## src/pkg/mam_pkg.sv

```systemverilog
package mam_pkg;

  // control clock
  localparam int unsigned CLK_HZ         = 25_000_000;
  localparam int unsigned CYC_PER_MS     = CLK_HZ / 1000;

  // operator link supervision times
  localparam int unsigned INIT_LINK_MS   = 5000;
  localparam int unsigned ONLINE_LINK_MS = 2000;
  localparam int unsigned INIT_LINK_CYC  = INIT_LINK_MS * CYC_PER_MS;
  localparam int unsigned ONLINE_LINK_CYC = ONLINE_LINK_MS * CYC_PER_MS;

  // alarm display blink half period
  localparam int unsigned BLINK_HALF_MS  = 500;
  localparam int unsigned BLINK_HALF_CYC = BLINK_HALF_MS * CYC_PER_MS;

  // link supervision timer width
  localparam int unsigned LINK_TMR_W     = 32;

  // comm error stop method field: keep running when bits [3:2] are 11
  localparam int unsigned STOP_METHOD_W  = 4;
  localparam int unsigned KEEP_RUN_MSB   = 3;
  localparam int unsigned KEEP_RUN_LSB   = 2;
  localparam logic [1:0]  KEEP_RUN_CODE  = 2'h3;

  // parameter fault categories, lowest index reported first
  localparam int unsigned PCAT_N         = 5;
  localparam int unsigned PCAT_CAPACITY  = 0;
  localparam int unsigned PCAT_RANGE     = 1;
  localparam int unsigned PCAT_INPUT     = 2;
  localparam int unsigned PCAT_VF        = 3;
  localparam int unsigned PCAT_CARRIER   = 4;

  // reset values
  localparam logic [PCAT_N-1:0] PCAT_NONE = 5'h00;

  // operator link supervision states
  typedef enum logic [1:0] {
    MAM_LINK_WAIT,
    MAM_LINK_UP,
    MAM_LINK_INIT_FAIL,
    MAM_LINK_LOST
  } mam_link_state_t;

endpackage

```

## src/rtl/mam_blinker.sv

```systemverilog
`timescale 1ns/1ps
module mam_blinker
#(
  parameter int unsigned HALF_CYC = mam_pkg::BLINK_HALF_CYC
)
(
  input  wire logic core_clk,
  input  wire logic rst_n,
  output logic      phase
);
  import mam_pkg::*;

  localparam int unsigned CW = $clog2(HALF_CYC + 1);

  logic [CW-1:0] cnt;
  logic [CW-1:0] next_cnt;
  logic          next_phase;

  // free running divider, shared by every blinking alarm so they stay in step
  always_comb
  begin
    next_cnt   = cnt + 1'b1;
    next_phase = phase;
    if (cnt == CW'(HALF_CYC - 1))
    begin
      next_cnt   = '0;
      next_phase = ~phase;
    end
  end

  always_ff @(posedge core_clk or negedge rst_n)
  begin
    if (!rst_n)
    begin
      cnt   <= '0;
      phase <= 1'b0;
    end
    else
    begin
      cnt   <= next_cnt;
      phase <= next_phase;
    end
  end

endmodule

```

## src/rtl/mam_monitor.sv

```systemverilog
// Functional notes
// - initial link alarm after 5 s silence
// - online link alarm after 2 s failures
// - block input stops output, blinks alarm
// - release resumes output at prior reference
// - check parameters at power-up, leaving program
// - keep running, blink fault-1 on comm error
// - keep running, blink fault-2 on protocol error
// - ready-waiting shown until good master data
`timescale 1ns/1ps
module mam_monitor
#(
  parameter int unsigned INIT_CYC   = mam_pkg::INIT_LINK_CYC,
  parameter int unsigned ONLINE_CYC = mam_pkg::ONLINE_LINK_CYC,
  parameter int unsigned BLINK_CYC  = mam_pkg::BLINK_HALF_CYC,
  parameter int unsigned FREQ_W     = 16
)
(
  input  wire logic                           core_clk,
  input  wire logic                           rstn,
  input  wire logic                           op_xfer_ok,
  input  wire logic                           output_block_pin,
  input  wire logic [FREQ_W-1:0]              freq_ref_in,
  input  wire logic                           program_mode,
  input  wire logic [mam_pkg::PCAT_N-1:0]     param_bad,
  input  wire logic [mam_pkg::STOP_METHOD_W-1:0] comm_error_stop_method,
  input  wire logic                           fb_comm_err,
  input  wire logic                           fb_proto_err,
  input  wire logic                           fb_msg_good,
  input  wire logic                           fb_alarm_ack,
  input  wire logic                           option_card_fitted,
  input  wire logic                           major_fault,
  output logic                                operator_initial_link_alarm,
  output logic                                operator_online_link_alarm,
  output logic                                output_block_alarm,
  output logic                                out_enable,
  output logic [FREQ_W-1:0]                   freq_ref_out,
  output logic                                capacity_setting_alarm,
  output logic                                range_setting_alarm,
  output logic                                input_terminal_setting_alarm,
  output logic                                vf_curve_setting_alarm,
  output logic                                carrier_freq_setting_alarm,
  output logic                                fieldbus_fault_one_alarm,
  output logic                                fieldbus_fault_two_alarm,
  output logic                                fieldbus_ready_waiting,
  output logic                                fault_contact
);
  import mam_pkg::*;

  logic                    rst_meta;
  logic                    rst_n;
  logic                    blk_meta;
  logic                    blk_sync;
  logic                    blink;
  mam_link_state_t         link_st;
  mam_link_state_t         next_link_st;
  logic [LINK_TMR_W-1:0]   link_tmr;
  logic [LINK_TMR_W-1:0]   next_link_tmr;
  logic                    booted;
  logic                    prog_prev;
  logic [PCAT_N-1:0]       pcat;
  logic [PCAT_N-1:0]       next_pcat;
  logic                    fb1_flag;
  logic                    fb2_flag;
  logic                    next_fb1_flag;
  logic                    next_fb2_flag;
  logic                    msg_seen;
  logic                    keep_run;
  logic                    chk_req;

  // lowest bad category wins so at most one is shown
  function automatic logic [PCAT_N-1:0] first_bad(input logic [PCAT_N-1:0] v);
    first_bad = v & (~v + 1'b1);
  endfunction

  // reset release through two flops; assertion stays asynchronous
  always_ff @(posedge core_clk or negedge rstn)
  begin
    if (!rstn)
    begin
      rst_meta <= 1'b0;
      rst_n    <= 1'b0;
    end
    else
    begin
      rst_meta <= 1'b1;
      rst_n    <= rst_meta;
    end
  end

  // block pin is asynchronous to the control clock
  always_ff @(posedge core_clk or negedge rst_n)
  begin
    if (!rst_n)
    begin
      blk_meta <= 1'b0;
      blk_sync <= 1'b0;
    end
    else
    begin
      blk_meta <= output_block_pin;
      blk_sync <= blk_meta;
    end
  end

  mam_blinker #(
    .HALF_CYC (BLINK_CYC)
  ) u_blink (
    .core_clk (core_clk),
    .rst_n    (rst_n),
    .phase    (blink)
  );

  // operator link supervision; timer counts cycles since last good exchange
  always_comb
  begin
    next_link_st  = link_st;
    next_link_tmr = link_tmr;
    if (op_xfer_ok)
    begin
      next_link_st  = MAM_LINK_UP;
      next_link_tmr = '0;
    end
    else
    begin
      if (link_tmr != '1)
        next_link_tmr = link_tmr + 1'b1;
      unique case (link_st)
        MAM_LINK_WAIT:
          if (link_tmr >= LINK_TMR_W'(INIT_CYC - 1))
            next_link_st = MAM_LINK_INIT_FAIL;
        MAM_LINK_UP:
          if (link_tmr >= LINK_TMR_W'(ONLINE_CYC))
            next_link_st = MAM_LINK_LOST;
        MAM_LINK_INIT_FAIL,
        MAM_LINK_LOST:
          next_link_st = link_st;
      endcase
    end
  end

  always_ff @(posedge core_clk or negedge rst_n)
  begin
    if (!rst_n)
    begin
      link_st  <= MAM_LINK_WAIT;
      link_tmr <= '0;
    end
    else
    begin
      link_st  <= next_link_st;
      link_tmr <= next_link_tmr;
    end
  end

  // parameter check at first cycle out of reset and on leaving program mode
  assign chk_req = !booted || (prog_prev && !program_mode);

  // fieldbus faults only flagged while the stop method keeps running
  assign keep_run =
    comm_error_stop_method[KEEP_RUN_MSB:KEEP_RUN_LSB] == KEEP_RUN_CODE;

  // next check result and fault flags; set wins over acknowledge
  always_comb
  begin
    next_pcat     = pcat;
    next_fb1_flag = fb1_flag;
    next_fb2_flag = fb2_flag;
    if (chk_req)
      next_pcat = first_bad(param_bad);
    if (fb_alarm_ack)
    begin
      next_fb1_flag = 1'b0;
      next_fb2_flag = 1'b0;
    end
    if (fb_comm_err && keep_run)
      next_fb1_flag = 1'b1;
    if (fb_proto_err && keep_run)
      next_fb2_flag = 1'b1;
  end

  always_ff @(posedge core_clk or negedge rst_n)
  begin
    if (!rst_n)
    begin
      booted    <= 1'b0;
      prog_prev <= 1'b0;
      pcat      <= PCAT_NONE;
      fb1_flag  <= 1'b0;
      fb2_flag  <= 1'b0;
      msg_seen  <= 1'b0;
    end
    else
    begin
      booted    <= 1'b1;
      prog_prev <= program_mode;
      pcat      <= next_pcat;
      fb1_flag  <= next_fb1_flag;
      fb2_flag  <= next_fb2_flag;
      msg_seen  <= msg_seen || fb_msg_good;
    end
  end

  // every output registered; blinking alarms gated by the shared phase
  always_ff @(posedge core_clk or negedge rst_n)
  begin
    if (!rst_n)
    begin
      operator_initial_link_alarm  <= 1'b0;
      operator_online_link_alarm   <= 1'b0;
      output_block_alarm           <= 1'b0;
      out_enable                   <= 1'b0;
      freq_ref_out                 <= '0;
      capacity_setting_alarm       <= 1'b0;
      range_setting_alarm          <= 1'b0;
      input_terminal_setting_alarm <= 1'b0;
      vf_curve_setting_alarm       <= 1'b0;
      carrier_freq_setting_alarm   <= 1'b0;
      fieldbus_fault_one_alarm     <= 1'b0;
      fieldbus_fault_two_alarm     <= 1'b0;
      fieldbus_ready_waiting       <= 1'b0;
      fault_contact                <= 1'b0;
    end
    else
    begin
      operator_initial_link_alarm  <= next_link_st == MAM_LINK_INIT_FAIL;
      operator_online_link_alarm   <= next_link_st == MAM_LINK_LOST;
      output_block_alarm           <= blk_sync && blink;
      out_enable                   <= !blk_sync;
      // held until the stage is back on, so release resumes at the old value
      if (!blk_sync && out_enable)
        freq_ref_out <= freq_ref_in;
      capacity_setting_alarm       <= next_pcat[PCAT_CAPACITY];
      range_setting_alarm          <= next_pcat[PCAT_RANGE];
      input_terminal_setting_alarm <= next_pcat[PCAT_INPUT];
      vf_curve_setting_alarm       <= next_pcat[PCAT_VF];
      carrier_freq_setting_alarm   <= next_pcat[PCAT_CARRIER];
      fieldbus_fault_one_alarm     <= next_fb1_flag && blink;
      fieldbus_fault_two_alarm     <= next_fb2_flag && blink;
      fieldbus_ready_waiting       <= option_card_fitted &&
                                      !(msg_seen || fb_msg_good);
      // minor alarms never reach the contact
      fault_contact                <= major_fault;
    end
  end
endmodule

```

## config.mk

```make
export PLATFORM = sky130hd
export DESIGN_NAME = mam_monitor
export DESIGN_NICKNAME = d
export VERILOG_FILES = /design/src/pkg/mam_pkg.sv /design/src/rtl/mam_blinker.sv /design/src/rtl/mam_monitor.sv
export SDC_FILE = /design/constraint.sdc
export NUM_CORES = 1
export LEC_CHECK = 0
export CORE_AREA = 10 10 108 110
export CTS_BUF_LIST = sky130_fd_sc_hd__clkbuf_8 sky130_fd_sc_hd__clkbuf_16
export DETAILED_ROUTE_END_ITERATION = 12
export DIE_AREA = 0 0 118 120
export DONT_BUFFER_PORTS = 1
export PLACE_DENSITY = 0.66
export SYNTH_ARGS = -nofsm -noshare
export SYNTH_HDL_FRONTEND = slang
export SYNTH_HIERARCHICAL = 1
export SYNTH_SLANG_ARGS = --single-unit
```

## constraint.sdc

```tcl
create_clock -name core_clk -period 2.9 [get_ports core_clk]
set_input_delay 0.145 -clock core_clk [delete_from_list [all_inputs] [get_ports core_clk]]
set_output_delay 0.145 -clock core_clk [all_outputs]
set_load 0.05 [all_outputs]
```

* Word level (Yosys, flattened, before mapping)
Index checks and enable logic that the tools add are counted.
** Operators by class
- Bitwise gates (word level) :: 3
- Magnitude comparators :: 2
- Reduce and logical (&&, ||, !) cells :: 17
- Add/subtract/negate cells :: 3
- Shifts and indexed selects :: 0
- Muxes and demuxes :: 12
- Equal/unequal tests :: 8
- Multipliers :: 0
- Divide/modulo/power cells :: 0
** Operators by type and width (number)
- 2-to-1 mux 32 bit :: 2
- adder 32 x 1 -> 32 bit, second input constant :: 1
- >= comparator 32 x 26 -> 1 bit, second input constant :: 1
- >= comparator 32 x 27 -> 1 bit, second input constant :: 1
- != test 32 bit, second input constant :: 1
- adder 24 x 1 -> 24 bit, second input constant :: 1
- == test 24 bit, second input constant :: 1
- 2-to-1 mux 24 bit :: 1
- == test 2 bit, second input constant :: 5
- logical AND 1 bit :: 8
- 2-to-1 mux 2 bit :: 3
- case mux 2 bit (3 select lines) :: 1
- adder 5 x 1 -> 5 bit, second input constant :: 1
- AND 5 bit :: 1
- 2-to-1 mux 5 bit :: 1
- inverter 5 bit :: 1
- logical NOT 1 bit :: 4
- 2-to-1 mux 1 bit :: 4
- == test 2 x 1 -> 1 bit, second input constant :: 1
- logical NOT 2 bit :: 1
- logical OR 1 bit :: 2
- nonzero test 2 bit :: 1
- OR reduction 2 bit :: 1
- inverter 1 bit :: 1
** Word-level totals
- ROM bits :: 0
- Word-level logic and storage cells :: 73
- Flip-flop bits (word level) :: 102
- Bits in writable memories :: 0
- Latch bits :: 0
- Memories :: 0

* Depth between registers and ports, before layout
Gate-level depths: netlist of run 1.
- Depth after elaboration :: 5
- Mapped depth :: 8
- Mapped depth without buffers :: 6

* Hierarchy
The synthesis of run 1 kept the hierarchy.
** Modules (own cells, without submodules)
- mam_monitor :: seq. area each 1801.7 µm², area an instance 3404.5 µm², cells each 320, times used 1
- mam_blinker :: seq. area each 625.6 µm², area an instance 1224.9 µm², cells each 115, times used 1

* Worst setup path before layout of run 1
Ideal clock, no wire load.
- Path type :: register to register
- Start point :: register link_tmr[1]
- End point :: register link_tmr[21]
- Buffers on the path :: 1
- Library setup time :: 0.127 ns
- Slack :: 0.993 ns
- Data arrival time :: 1.780 ns
- Period minus slack after synthesis :: 1.907 ns
- Cell stages (with the launch flop) :: 8
- Required time :: 2.773 ns
- Cell sequence :: dfrtp_1 -> ha_1 -> nand3_1 -> or2_1 -> buf_6 -> nor3_1 -> and4b_1 -> mux2_1
** Between the ends
- Cells in the longest elaborated chain, start to end :: 3
** RTL lines
- from (decl) :: line mam_monitor.sv:57 : logic [LINK_TMR_W-1:0] link_tmr;
- from (signal assigned) :: line mam_monitor.sv:152 : link_tmr <= next_link_tmr;
- adder 32 x 1 -> 32 bit :: line mam_monitor.sv:127 : next_link_tmr = link_tmr + 1'b1;
- 2-to-1 mux 32 bit :: line mam_monitor.sv:126 : if (link_tmr != '1)
- 2-to-1 mux 32 bit :: line mam_monitor.sv:119 : if (op_xfer_ok)
Several ways; a longest one is shown, not always the timed one. The select of a mux whose other input is x is not followed.
A chain may end at the register's enable or synchronous reset.

* Final worst setup path of run 1
- Start point :: register link_tmr[14]
- End point :: register link_tmr[27]
Same word-level chain as after synthesis.

==> reports/metrics.cfg, run 1 <==
[outcome]
outcome=finished, final reports clean

[detailed_routing]
vias=3405
wire_per_inst_um=16.5
ant_nets=0
via_per_inst=5.57
drt_iter0_markers=206
dr.pass1.iters=5
drcViolationCount=0
drt-total-wl_mm=10.1

[floorplanning]
die_area_um2=14200
start_util=0.485
io_pins=65
core_um2=9550
rows=36
die_h_um=120
dieWidth_um=118

[critical_path]
startpoint=link_tmr[14]
crit_type=reg -> reg
rr_worst_depth=5
rr_startpoint=link_tmr[14]
arrival_ps=2510
path_max_fanout=14
cp.required_ps=3160
endpoint_kind=register
ff2ff_setup_slack_ps=650
crit_path_start_kind=register

[cts]
cts_buffers=9
cts_resized=0
htree_levels=3
postCtsHoldBufs=38
path_clk_slew_ps=100
clk_path_buf_depth=2
cts_setup_buffers=0
cts_tree=yes
clock_sinks=97
clk_latency_ps=370
cts-root-buf=clkbuf_8

[worst_hold_path]
min_from=op_xfer_ok
min_path_type=in -> reg
whs_path_depth=2

[synthesis]
synth.distinct_cells=55
synth_warnings=6
syn_inst=435
avgSynthCellArea_um2=10.6
synth_area_um2=4630
synth-edff-count=0
synth_seq_cells=97
ys.flop_type=dfrtp_1
synth_seq_area_share=0.524
synthArstFlopShare=1.00

[global_route]
grt_pass1_wl_mm=17.5
grt_pass1_vias=3511
grt_use_total=0.149
grt_max_degree=56
antenna_found_initial=0
grt_overflow=0

[finish]
area_delta_synth_final_pct=15.4
final_common_cell=dfrtp_1
insertedDiodeCount=0
multi_input_area_um2=2040
fin_nets=512
final_util=0.560
fillers=839
drive_gt1_frac=0.123
fin_cells=611
stdcell_area_um2=5340
seqCellArea_um2=2430
mostFrequentLayoutCells=dfrtp_1, nor2_1, dlygate4sd3_1

[sta]
fin_setup_tns_ps=0
setup_violations=0
fin_crit_sh=0.775
rsz0062_at_grt=no
final.setup.worst_slack_ps=652
slew_violations=0
finalHoldViolations=0
max_freq_ghz=0.445
relSlewSlack=0.292
tightest_slew_ps=1060
fin_skew_ps=8.68
worst_hold_slack_ps=21.4
post-route-min-period_ps=2250

[flow_run]
maxCapViolCount=0

[place]
pre_cts_slack_ps=671
gp_congestion=0.895
postPlaceCellArea_um2=4740
numPortBuffers=0
placed_cells=557
dp_hpwl_mm=6.61

[power_and_ir_drop]
p_leak_nw=2.22
ir_drop_uv=230
finalPower_mw=2.67
powerDensity_nw_per_um2=500

==> final timing paths <==
path	end
min in group asynchronous	fault_contact
worst max-delay path	link_tmr[27]
worst max register to register	link_tmr[27]
worst min-delay path	link_tmr[7]
max in group asynchronous	link_tmr[11]
worst min register to register	rst_n
==> power breakdown <==
part           internal (mW)  switching [mW]  leakage, nW
clock                  0.425           0.530        0.111
combinational         0.0764          0.0524        0.842
sequential              1.40           0.191         1.27
==> critical path, stage by stage, from the launching register on <==
cell	delay, ps
dfrtp_1	460
and4_1	320
and4_1	550
nand2_1	200
nor4b_2	260
mux2_2	360
==> registers in the layout, summed over array words and instances, names as in the netlist, 2 cells and up <==
signal / flops
freq_ref_out: 16
link_st: 2
link_tmr: 32
pcat: 4
u_blink/cnt: 24
==> cells by family after synthesis <==
logic type,Yosys count,share of synthesized area
AOI/OAI and AO/OA,65,0.0857
xor gates and xnor gates,27,0.0511
adders and majority gates,3,0.00811
buffers and inverters,32,0.0359
DFF,97,0.524
muxes,27,0.0651
other,1,0.000810
and+or+nand+nor,183,0.229
==> cell type report <==
class / instances / area share
multi-input combinational: 307 / 0.382
sequential: 97 / 0.455
inverter: 16 / 0.0112
clock buffer: 9 / 0.0232
timing repair buffer: 42 / 0.0791
tap: 133 / 0.0311
clock inverter: 7 / 0.0187
==> cell usage after synthesis, types with 6 or more instances <==
| cell type | instances | share of area |
|---|---|---|
| nor4_1 | 8 | 0.011 |
| dfrtp_1 | 97 | 0.52 |
| mux2_2 | 24 | 0.058 |
| xor2_1 | 7 | 0.013 |
| o31ai_1 | 8 | 0.013 |
| nor2b_1 | 8 | 0.011 |
| nand2_1 | 23 | 0.019 |
| nand4_1 | 12 | 0.016 |
| or3_1 | 11 | 0.015 |
| and4_1 | 10 | 0.019 |
| and2_1 | 6 | 0.0081 |
| xnor2_1 | 20 | 0.038 |
| inv_1 | 16 | 0.013 |
| nand3_1 | 24 | 0.026 |
| or4_1 | 8 | 0.013 |
| nor2_1 | 43 | 0.035 |
| o21ai_0 | 18 | 0.019 |
| clkbuf_1 | 6 | 0.0049 |
| nor3_1 | 7 | 0.0076 |
| a21oi_1 | 20 | 0.022 |
==> per-layer routing <==
layer,vias to the layer above,part of all wire,global-route usage
li1,1650,-,-
met1,1668,0.44,0.187
met2,77,0.49,0.243
met3,10,0.056,0.0431
met4,0,0.013,0.0518
met5,-,0,0
No activity file was read; power rests on OpenSTA's default activity.
==> run 2: changes to the inputs <==
==> constraint.sdc (replaced) <==
create_clock -name core_clk -period 1.9 [get_ports core_clk]
set_input_delay 0.095 -clock core_clk [delete_from_list [all_inputs] [get_ports core_clk]]
set_output_delay 0.095 -clock core_clk [all_outputs]
set_load 0.05 [all_outputs]
==> reports/metrics.cfg, run 2 (same netlist as run 1, synthesis figures left out) <==
[outcome]
outcome=finished, final reports clean  ; unchanged

[critical_path]
crit_type=reg -> reg  ; unchanged
cp.required_ps=2160  ; was 3160 ps
rr_worst_depth=5  ; unchanged
crit_path_max_incr_delay_ps=450  ; was 550 ps
critical_path.slowest_cell=dfrtp_1  ; was and4_1
cpLargestDelayFamily=simple AND/OR/NAND/NOR gates  ; unchanged
endpoint_kind=register  ; unchanged
path_depth=5  ; unchanged
crit_path_start_kind=register  ; unchanged
crit_chain=and4_2 > nand4_1 > nor3_4 > and4b_1 > mux2_1  ; was and4_1 > and4_1 > nand2_1 > nor4b_2 > mux2_2
path_buf_inv=0  ; unchanged
path_max_fanout=6  ; was 14
arrival_ps=2110  ; was 2510 ps

[global_route]
grt_use_total=0.147  ; was 0.149
antenna_found_initial=0  ; unchanged
grt_max_degree=39  ; was 56
grt_overflow=0  ; unchanged
grt_pass1_vias=3627  ; was 3511
grt_pass1_wl_mm=17.5  ; about the same

[finish]
fin_nets=558  ; was 512
reg.largest.list=link_tmr x32, u_blink/cnt x24, freq_ref_out x16  ; unchanged
insertedDiodeCount=0  ; unchanged
area_delta_synth_final_pct=25.2  ; was 15.4%
mostFrequentLayoutCells=dfrtp_1, buf_4, nor2_1  ; was dfrtp_1, nor2_1, dlygate4sd3_1
drive_gt1_frac=0.239  ; was 0.123
largest_register_ffs=32  ; unchanged
final_common_cell=dfrtp_1  ; unchanged
final_util=0.607  ; was 0.560
largest-register=link_tmr  ; unchanged

[cts]
cts_buffers=9  ; unchanged
clk_latency_ps=370  ; about the same
cts_tree=yes  ; unchanged
cts-root-buf=clkbuf_8  ; unchanged
clock_sinks=97  ; unchanged
clk_path_buf_depth=2  ; unchanged
path_clk_slew_ps=90  ; was 100 ps
htree_levels=3  ; unchanged

[sta]
tightest_slew_ps=487  ; was 1060 ps
slew_violations=0  ; unchanged
finalHoldViolations=0  ; unchanged
relSlewSlack=0.672  ; was 0.292
setup_violations=0  ; unchanged
fin_crit_sh=0.975  ; was 0.775
max_freq_ghz=0.540  ; was 0.445 GHz
post-route-min-period_ps=1850  ; was 2250 ps
fin_skew_ps=10.7  ; was 8.68 ps

[floorplanning]
core_um2=9550  ; unchanged
dieWidth_um=118  ; unchanged
die_area_um2=14200  ; unchanged
start_util=0.485  ; unchanged
die_h_um=120  ; unchanged
io_pins=65  ; unchanged
rows=36  ; unchanged

[detailed_routing]
drcViolationCount=0  ; unchanged
wire_per_inst_um=15.7  ; was 16.5 µm
drt-met1-wl_mm=4.49  ; was 4.47 mm
drt_iter0_markers=138  ; was 206
ant_nets=0  ; unchanged
dr_wl_met2_mm=5.23  ; was 4.89 mm
vias=3564  ; was 3405
dr.pass1.iters=4  ; was 5
top_layer_used=met4  ; unchanged
drt-total-wl_mm=10.3  ; was 10.1 mm
dr_wl_met3_um=437  ; was 568 µm
via_per_inst=5.42  ; was 5.57

[worst_hold_path]
whs_path_depth=4  ; was 2
min_path_type=in -> reg  ; unchanged

[power_and_ir_drop]
finalPower_mw=3.97  ; was 2.67 mW
powerDensity_nw_per_um2=686  ; was 500 nW/µm²
p_leak_nw=2.46  ; was 2.22 nW
ir_drop_uv=477  ; was 230 µV

[flow_run]
maxCapViolCount=0  ; unchanged

[place]
numPortBuffers=0  ; unchanged
gp_congestion=0.822  ; was 0.895
dp_hpwl_mm=6.95  ; was 6.61 mm

run 2: changes by cell type in the layout (fill, tap and decap cells not counted), sizes merged:
cell	change
buf	+47
clkbuf	+3
clkinv	-2
bufinv	-1
dlygate4sd3	-1
run 2: timing repair:
| item | in CTS | in global routing |
|---|---|---|
| endpoints found under the hold margin | 68 | 0 |
| buffers inserted | 0 | 1 |
| hold buffers | 38 | 0 |
| cloned | 0 | 0 |
| resized for setup | 4 | 19 |
| setup endpoints to repair | 3 | 19 |
| pin swaps | 0 | 4 |
run 2: worst paths after layout:
kind | from | end | slack (ps)
max | link_tmr[26] | link_tmr[21] | 50
min | program_mode | pcat[2] | 50
max reg2reg | link_tmr[26] | link_tmr[21] | 50
min in group asynchronous | rst_n | u_blink/cnt[20] | 310
min reg2reg | rst_n | u_blink/cnt[20] | 310
max in group asynchronous | rst_n | pcat[3] | 1040
run 2: power by group:
group | internal (mW) | total (mW) | switching [mW]
Clock | 0.598 | 1.33 | 0.734
Combinational | 0.132 | 0.232 | 0.0993
Sequential | 2.13 | 2.41 | 0.277
Total | 2.86 | 3.97 | 1.11
run 2: per-layer routing:
| metal | vias up | GRT usage |
|---|---|---|
| li1 | 1729 | - |
| met3 | 14 | 0.0403 |
| met1 | 1761 | 0.173 |
| met2 | 60 | 0.254 |
| met4 | 0 | 0.0526 |
| met5 | - | 0 |
run 2: through the flow:
stage,instance area (µm²),std cells,worst slack (ps),hold slack [ps],TNS [ps]
6_report,5800,657,48.4,51.0,0
5_1_grt,5800,657,-9.16,57.5,-22.0
4_1_cts,5700,656,7.16,13.0,0
3_5_place_dp,5100,602,-7.92,-201,-7.92
3_3_place_gp,5100,602,26.1,-201,0
2_1_floorplan,4640,436,15.4,-201,0
run 2: worst min-delay path, delay by kind of cell:
family | cells | cell delay (ps)
and+or+nand+nor | 1 | 70
AOI/OAI and AO/OA | 2 | 170
buffers and inverters | 1 | 50
run 2: layout make-up:
| class | count | area [µm²] |
|---|---|---|
| clock buffer | 12 | 165 |
| clock inverter | 4 | 33.8 |
| fill | 819 | 3750 |
| inverter | 16 | 60.1 |
| multi-input combinational | 307 | 2150 |
| sequential | 97 | 2430 |
| tap | 133 | 166 |
| timing repair buffer | 88 | 791 |
==> run 3: changes to the inputs <==
--- a/config.mk
+++ b/config.mk
@@ -5,13 +5,12 @@
 export SDC_FILE = /design/constraint.sdc
 export NUM_CORES = 1
 export LEC_CHECK = 0
-export CORE_AREA = 10 10 108 110
+export CORE_AREA = 10 10 107 109
 export CTS_BUF_LIST = sky130_fd_sc_hd__clkbuf_8 sky130_fd_sc_hd__clkbuf_16
 export DETAILED_ROUTE_END_ITERATION = 12
-export DIE_AREA = 0 0 118 120
+export DIE_AREA = 0 0 117 119
 export DONT_BUFFER_PORTS = 1
-export PLACE_DENSITY = 0.66
+export PLACE_DENSITY = 0.69
 export SYNTH_ARGS = -nofsm -noshare
 export SYNTH_HDL_FRONTEND = slang
-export SYNTH_HIERARCHICAL = 1
 export SYNTH_SLANG_ARGS = --single-unit
==> reports/metrics.cfg, run 3 <==
[detailed_routing]
via_per_inst=5.46  ; was 5.42
drcViolationCount=0  ; unchanged
dr.pass1.iters=4  ; unchanged
vias=3464  ; was 3564
ant_nets=0  ; unchanged
wire_per_inst_um=16.4  ; was 15.7 µm
drt_iter0_markers=207  ; was 138
drt-total-wl_mm=10.4  ; was 10.3 mm

[sta]
relSlewSlack=0.594  ; was 0.672
slew_violations=0  ; unchanged
setup_violations=0  ; unchanged
rsz0062_at_grt=yes
max_freq_ghz=0.531  ; was 0.540 GHz
fin_setup_tns_ps=0  ; unchanged
tightest_slew_ps=608  ; was 487 ps
post-route-min-period_ps=1880  ; was 1850 ps
worst_hold_slack_ps=22.8  ; was 51.0 ps
fin_crit_sh=0.992  ; was 0.975
finalHoldViolations=0  ; unchanged
fin_skew_ps=12.9  ; was 10.7 ps

[power_and_ir_drop]
ir_drop_uv=351  ; was 477 µV
p_leak_nw=2.51  ; was 2.46 nW
powerDensity_nw_per_um2=704  ; was 686 nW/µm²

[synthesis]
synth_most_common_cell=dfrtp_1  ; unchanged
synth_top_cell_area_share=0.537  ; was 0.524
synthTopCellsByCount=dfrtp_1, nor2_1, nand2_1  ; was dfrtp_1, nor2_1, mux2_2, nand3_1, nand2_1
syn_inst=423  ; was 435
synth-edff-count=0  ; unchanged
synth_warnings=0  ; was 6
yosys-top-cells-area=dfrtp_1, xnor2_1, mux2_2  ; was dfrtp_1, mux2_2, xnor2_1
synth.distinct_cells=56  ; was 55
synth_seq_cells=97  ; unchanged
synthArstFlopShare=1.00  ; unchanged
avgSynthCellArea_um2=10.7  ; was 10.6 µm²
ys.flop_type=dfrtp_1  ; unchanged
yosysTopAreaCell=dfrtp_1  ; unchanged
synth_area_um2=4520  ; was 4630 µm²
synth_seq_area_share=0.537  ; was 0.524

[floorplanning]
dieWidth_um=117  ; was 118 µm
rows=36  ; unchanged
start_util=0.478  ; was 0.485
die_h_um=119  ; was 120 µm
io_pins=65  ; unchanged
core_um2=9460  ; was 9550 µm²
die_area_um2=13900  ; was 14200 µm²

[critical_path]
startpoint=link_tmr[22]  ; was link_tmr[26]
cp.required_ps=2160  ; about the same
ff2ff_setup_slack_ps=20  ; was 50 ps
crit_chain=nand3_2 > or4_4 > buf_4 > nor3_4 > nand2_1 > mux2_2  ; was and4_2 > nand4_1 > nor3_4 > and4b_1 > mux2_1
crit_path_max_incr_delay_ps=570  ; was 450 ps
arrival_ps=2140  ; was 2110 ps
crit_path_start_kind=register  ; unchanged
path_max_fanout=5  ; was 6
critical_path.slowest_cell=or4_4  ; was dfrtp_1
endpoint_kind=register  ; unchanged
crit_type=reg -> reg  ; unchanged
rr_worst_depth=6  ; was 5
rr_startpoint=link_tmr[22]  ; was link_tmr[26]
r2r_end=link_tmr[30]  ; was link_tmr[21]

[cts]
cts_tree=yes  ; unchanged
cts-root-buf=clkbuf_8  ; unchanged
cts_buffers=9  ; unchanged
clock_sinks=97  ; unchanged
clk_latency_ps=360  ; was 370 ps
path_clk_slew_ps=100  ; was 90 ps
clk_path_buf_depth=2  ; unchanged
htree_levels=3  ; unchanged

[finish]
multi_input_area_um2=2080  ; was 2150 µm²
final_common_cell=dfrtp_1  ; unchanged
reg.largest.list=link_tmr x32, u_blink.cnt x24, freq_ref_out x16  ; was link_tmr x32, u_blink/cnt x24, freq_ref_out x16
insertedDiodeCount=0  ; unchanged
largest_register_ffs=32  ; unchanged
fin_nets=555  ; was 558
seqCellArea_um2=2430  ; about the same
fin_cells=635  ; was 657
mostFrequentLayoutCells=dfrtp_1, buf_4, nor2_1  ; unchanged
fillers=753  ; was 819
drive_gt1_frac=0.238  ; was 0.239
largest-register=link_tmr  ; unchanged
area_delta_synth_final_pct=27.9  ; was 25.2%
stdcell_area_um2=5790  ; was 5800 µm²

[global_route]
antenna_found_initial=0  ; unchanged
grt_pass1_wl_mm=17.6  ; was 17.5 mm
grt_overflow=0  ; unchanged
grt_pass1_vias=3596  ; was 3627
grt_use_total=0.155  ; was 0.147
grt_max_degree=46  ; was 39

[place]
postPlaceCellArea_um2=5060  ; was 5100 µm²
placed_cells=580  ; was 602
dp_hpwl_mm=7.04  ; was 6.95 mm
gp_congestion=0.878  ; was 0.822
numPortBuffers=0  ; unchanged

[outcome]
outcome=finished, final reports clean  ; unchanged

[worst_hold_path]
min_to=fieldbus_fault_one_alarm  ; was pcat[2]
whs_path_depth=3  ; was 4
min_from=comm_error_stop_method[3]  ; was program_mode
min_path_type=in -> reg  ; unchanged

[flow_run]
maxCapViolCount=0  ; unchanged

[run 3: logic make-up (layout without fill, tap and decap cells)]
family | count (synthesis) | count (layout) | share of synthesized area
mux | 22 | 22 | 0.0559
other cells | 1 | 2 | 0.000829
compound gates | 57 | 57 | 0.0836
simple gates | 178 | 178 | 0.216
flops | 97 | 97 | 0.537
buf+inv | 29 | 126 | 0.0285
xor+xnor | 36 | 36 | 0.0697
fa+ha+maj | 3 | 3 | 0.00830
[run 3: cell type report]
| cell class | count | area share |
|---|---|---|
| clock buffer | 9 | 0.0214 |
| clock inverter | 7 | 0.0167 |
| inverter | 13 | 0.00843 |
| multi-input combinational | 298 | 0.360 |
| sequential | 97 | 0.421 |
| tap | 114 | 0.0247 |
| timing repair buffer | 97 | 0.149 |
[run 3: where the power goes]
group	internal, mW	leakage [nW]	switching [mW]	total (mW)
clock	0.652	0.109	0.788	1.44
combinational	0.127	1.14	0.0943	0.221
sequential	2.13	1.27	0.278	2.41
total	2.91	2.51	1.16	4.07
[run 3: stage by stage]
step / total power [mW] / util / setup WS [ps]
floorplan: 2.54 / - / -29.4
global placement: 2.59 / 0.535 / -67.5
detailed placement: 2.60 / 0.535 / -109
CTS: 4.11 / 0.600 / 2.26
global route: 4.25 / 0.612 / -60.5
finish: 4.07 / 0.612 / 16.0
[run 3: critical path, delay by kind of cell, from the launching register on]
kind | cells | cell delay, ps
DFF | 1 | 380
and+or+nand+nor | 4 | 930
muxes | 1 | 270
buffers and inverters | 1 | 210
[run 3: how the worst max path moves through the flow]
stage / end / slack, ps / depth (start not counted)
after floorplan: link_tmr[1] / -30 / 8
after global placement: link_tmr[30] / -70 / 6
after detailed placement: link_tmr[30] / -110 / 6
after CTS: link_tmr[13] / 2 / 6
after global routing: link_tmr[1] / -60 / 6
final: link_tmr[30] / 20 / 6
[run 3: metal layers]
layer / routed length [µm] / vias to the layer above / share of wire / track usage
met3: 576 / 13 / 0.055 / 0.0296
met2: 5400 / 82 / 0.52 / 0.265
li1: - / 1685 / - / -
met1: 4320 / 1684 / 0.41 / 0.190
met5: 0 / - / 0 / 0
met4: 147 / 0 / 0.014 / 0.0556
[run 3: what timing repair did]
| item | in CTS | in global routing |
|---|---|---|
| pin swaps | 1 | 3 |
| gates resized for setup | 3 | 16 |
| setup buffers | 0 | 2 |
| hold endpoints to repair | 66 | 0 |
| setup endpoints to repair | 10 | 30 |
| hold buffers | 37 | 0 |
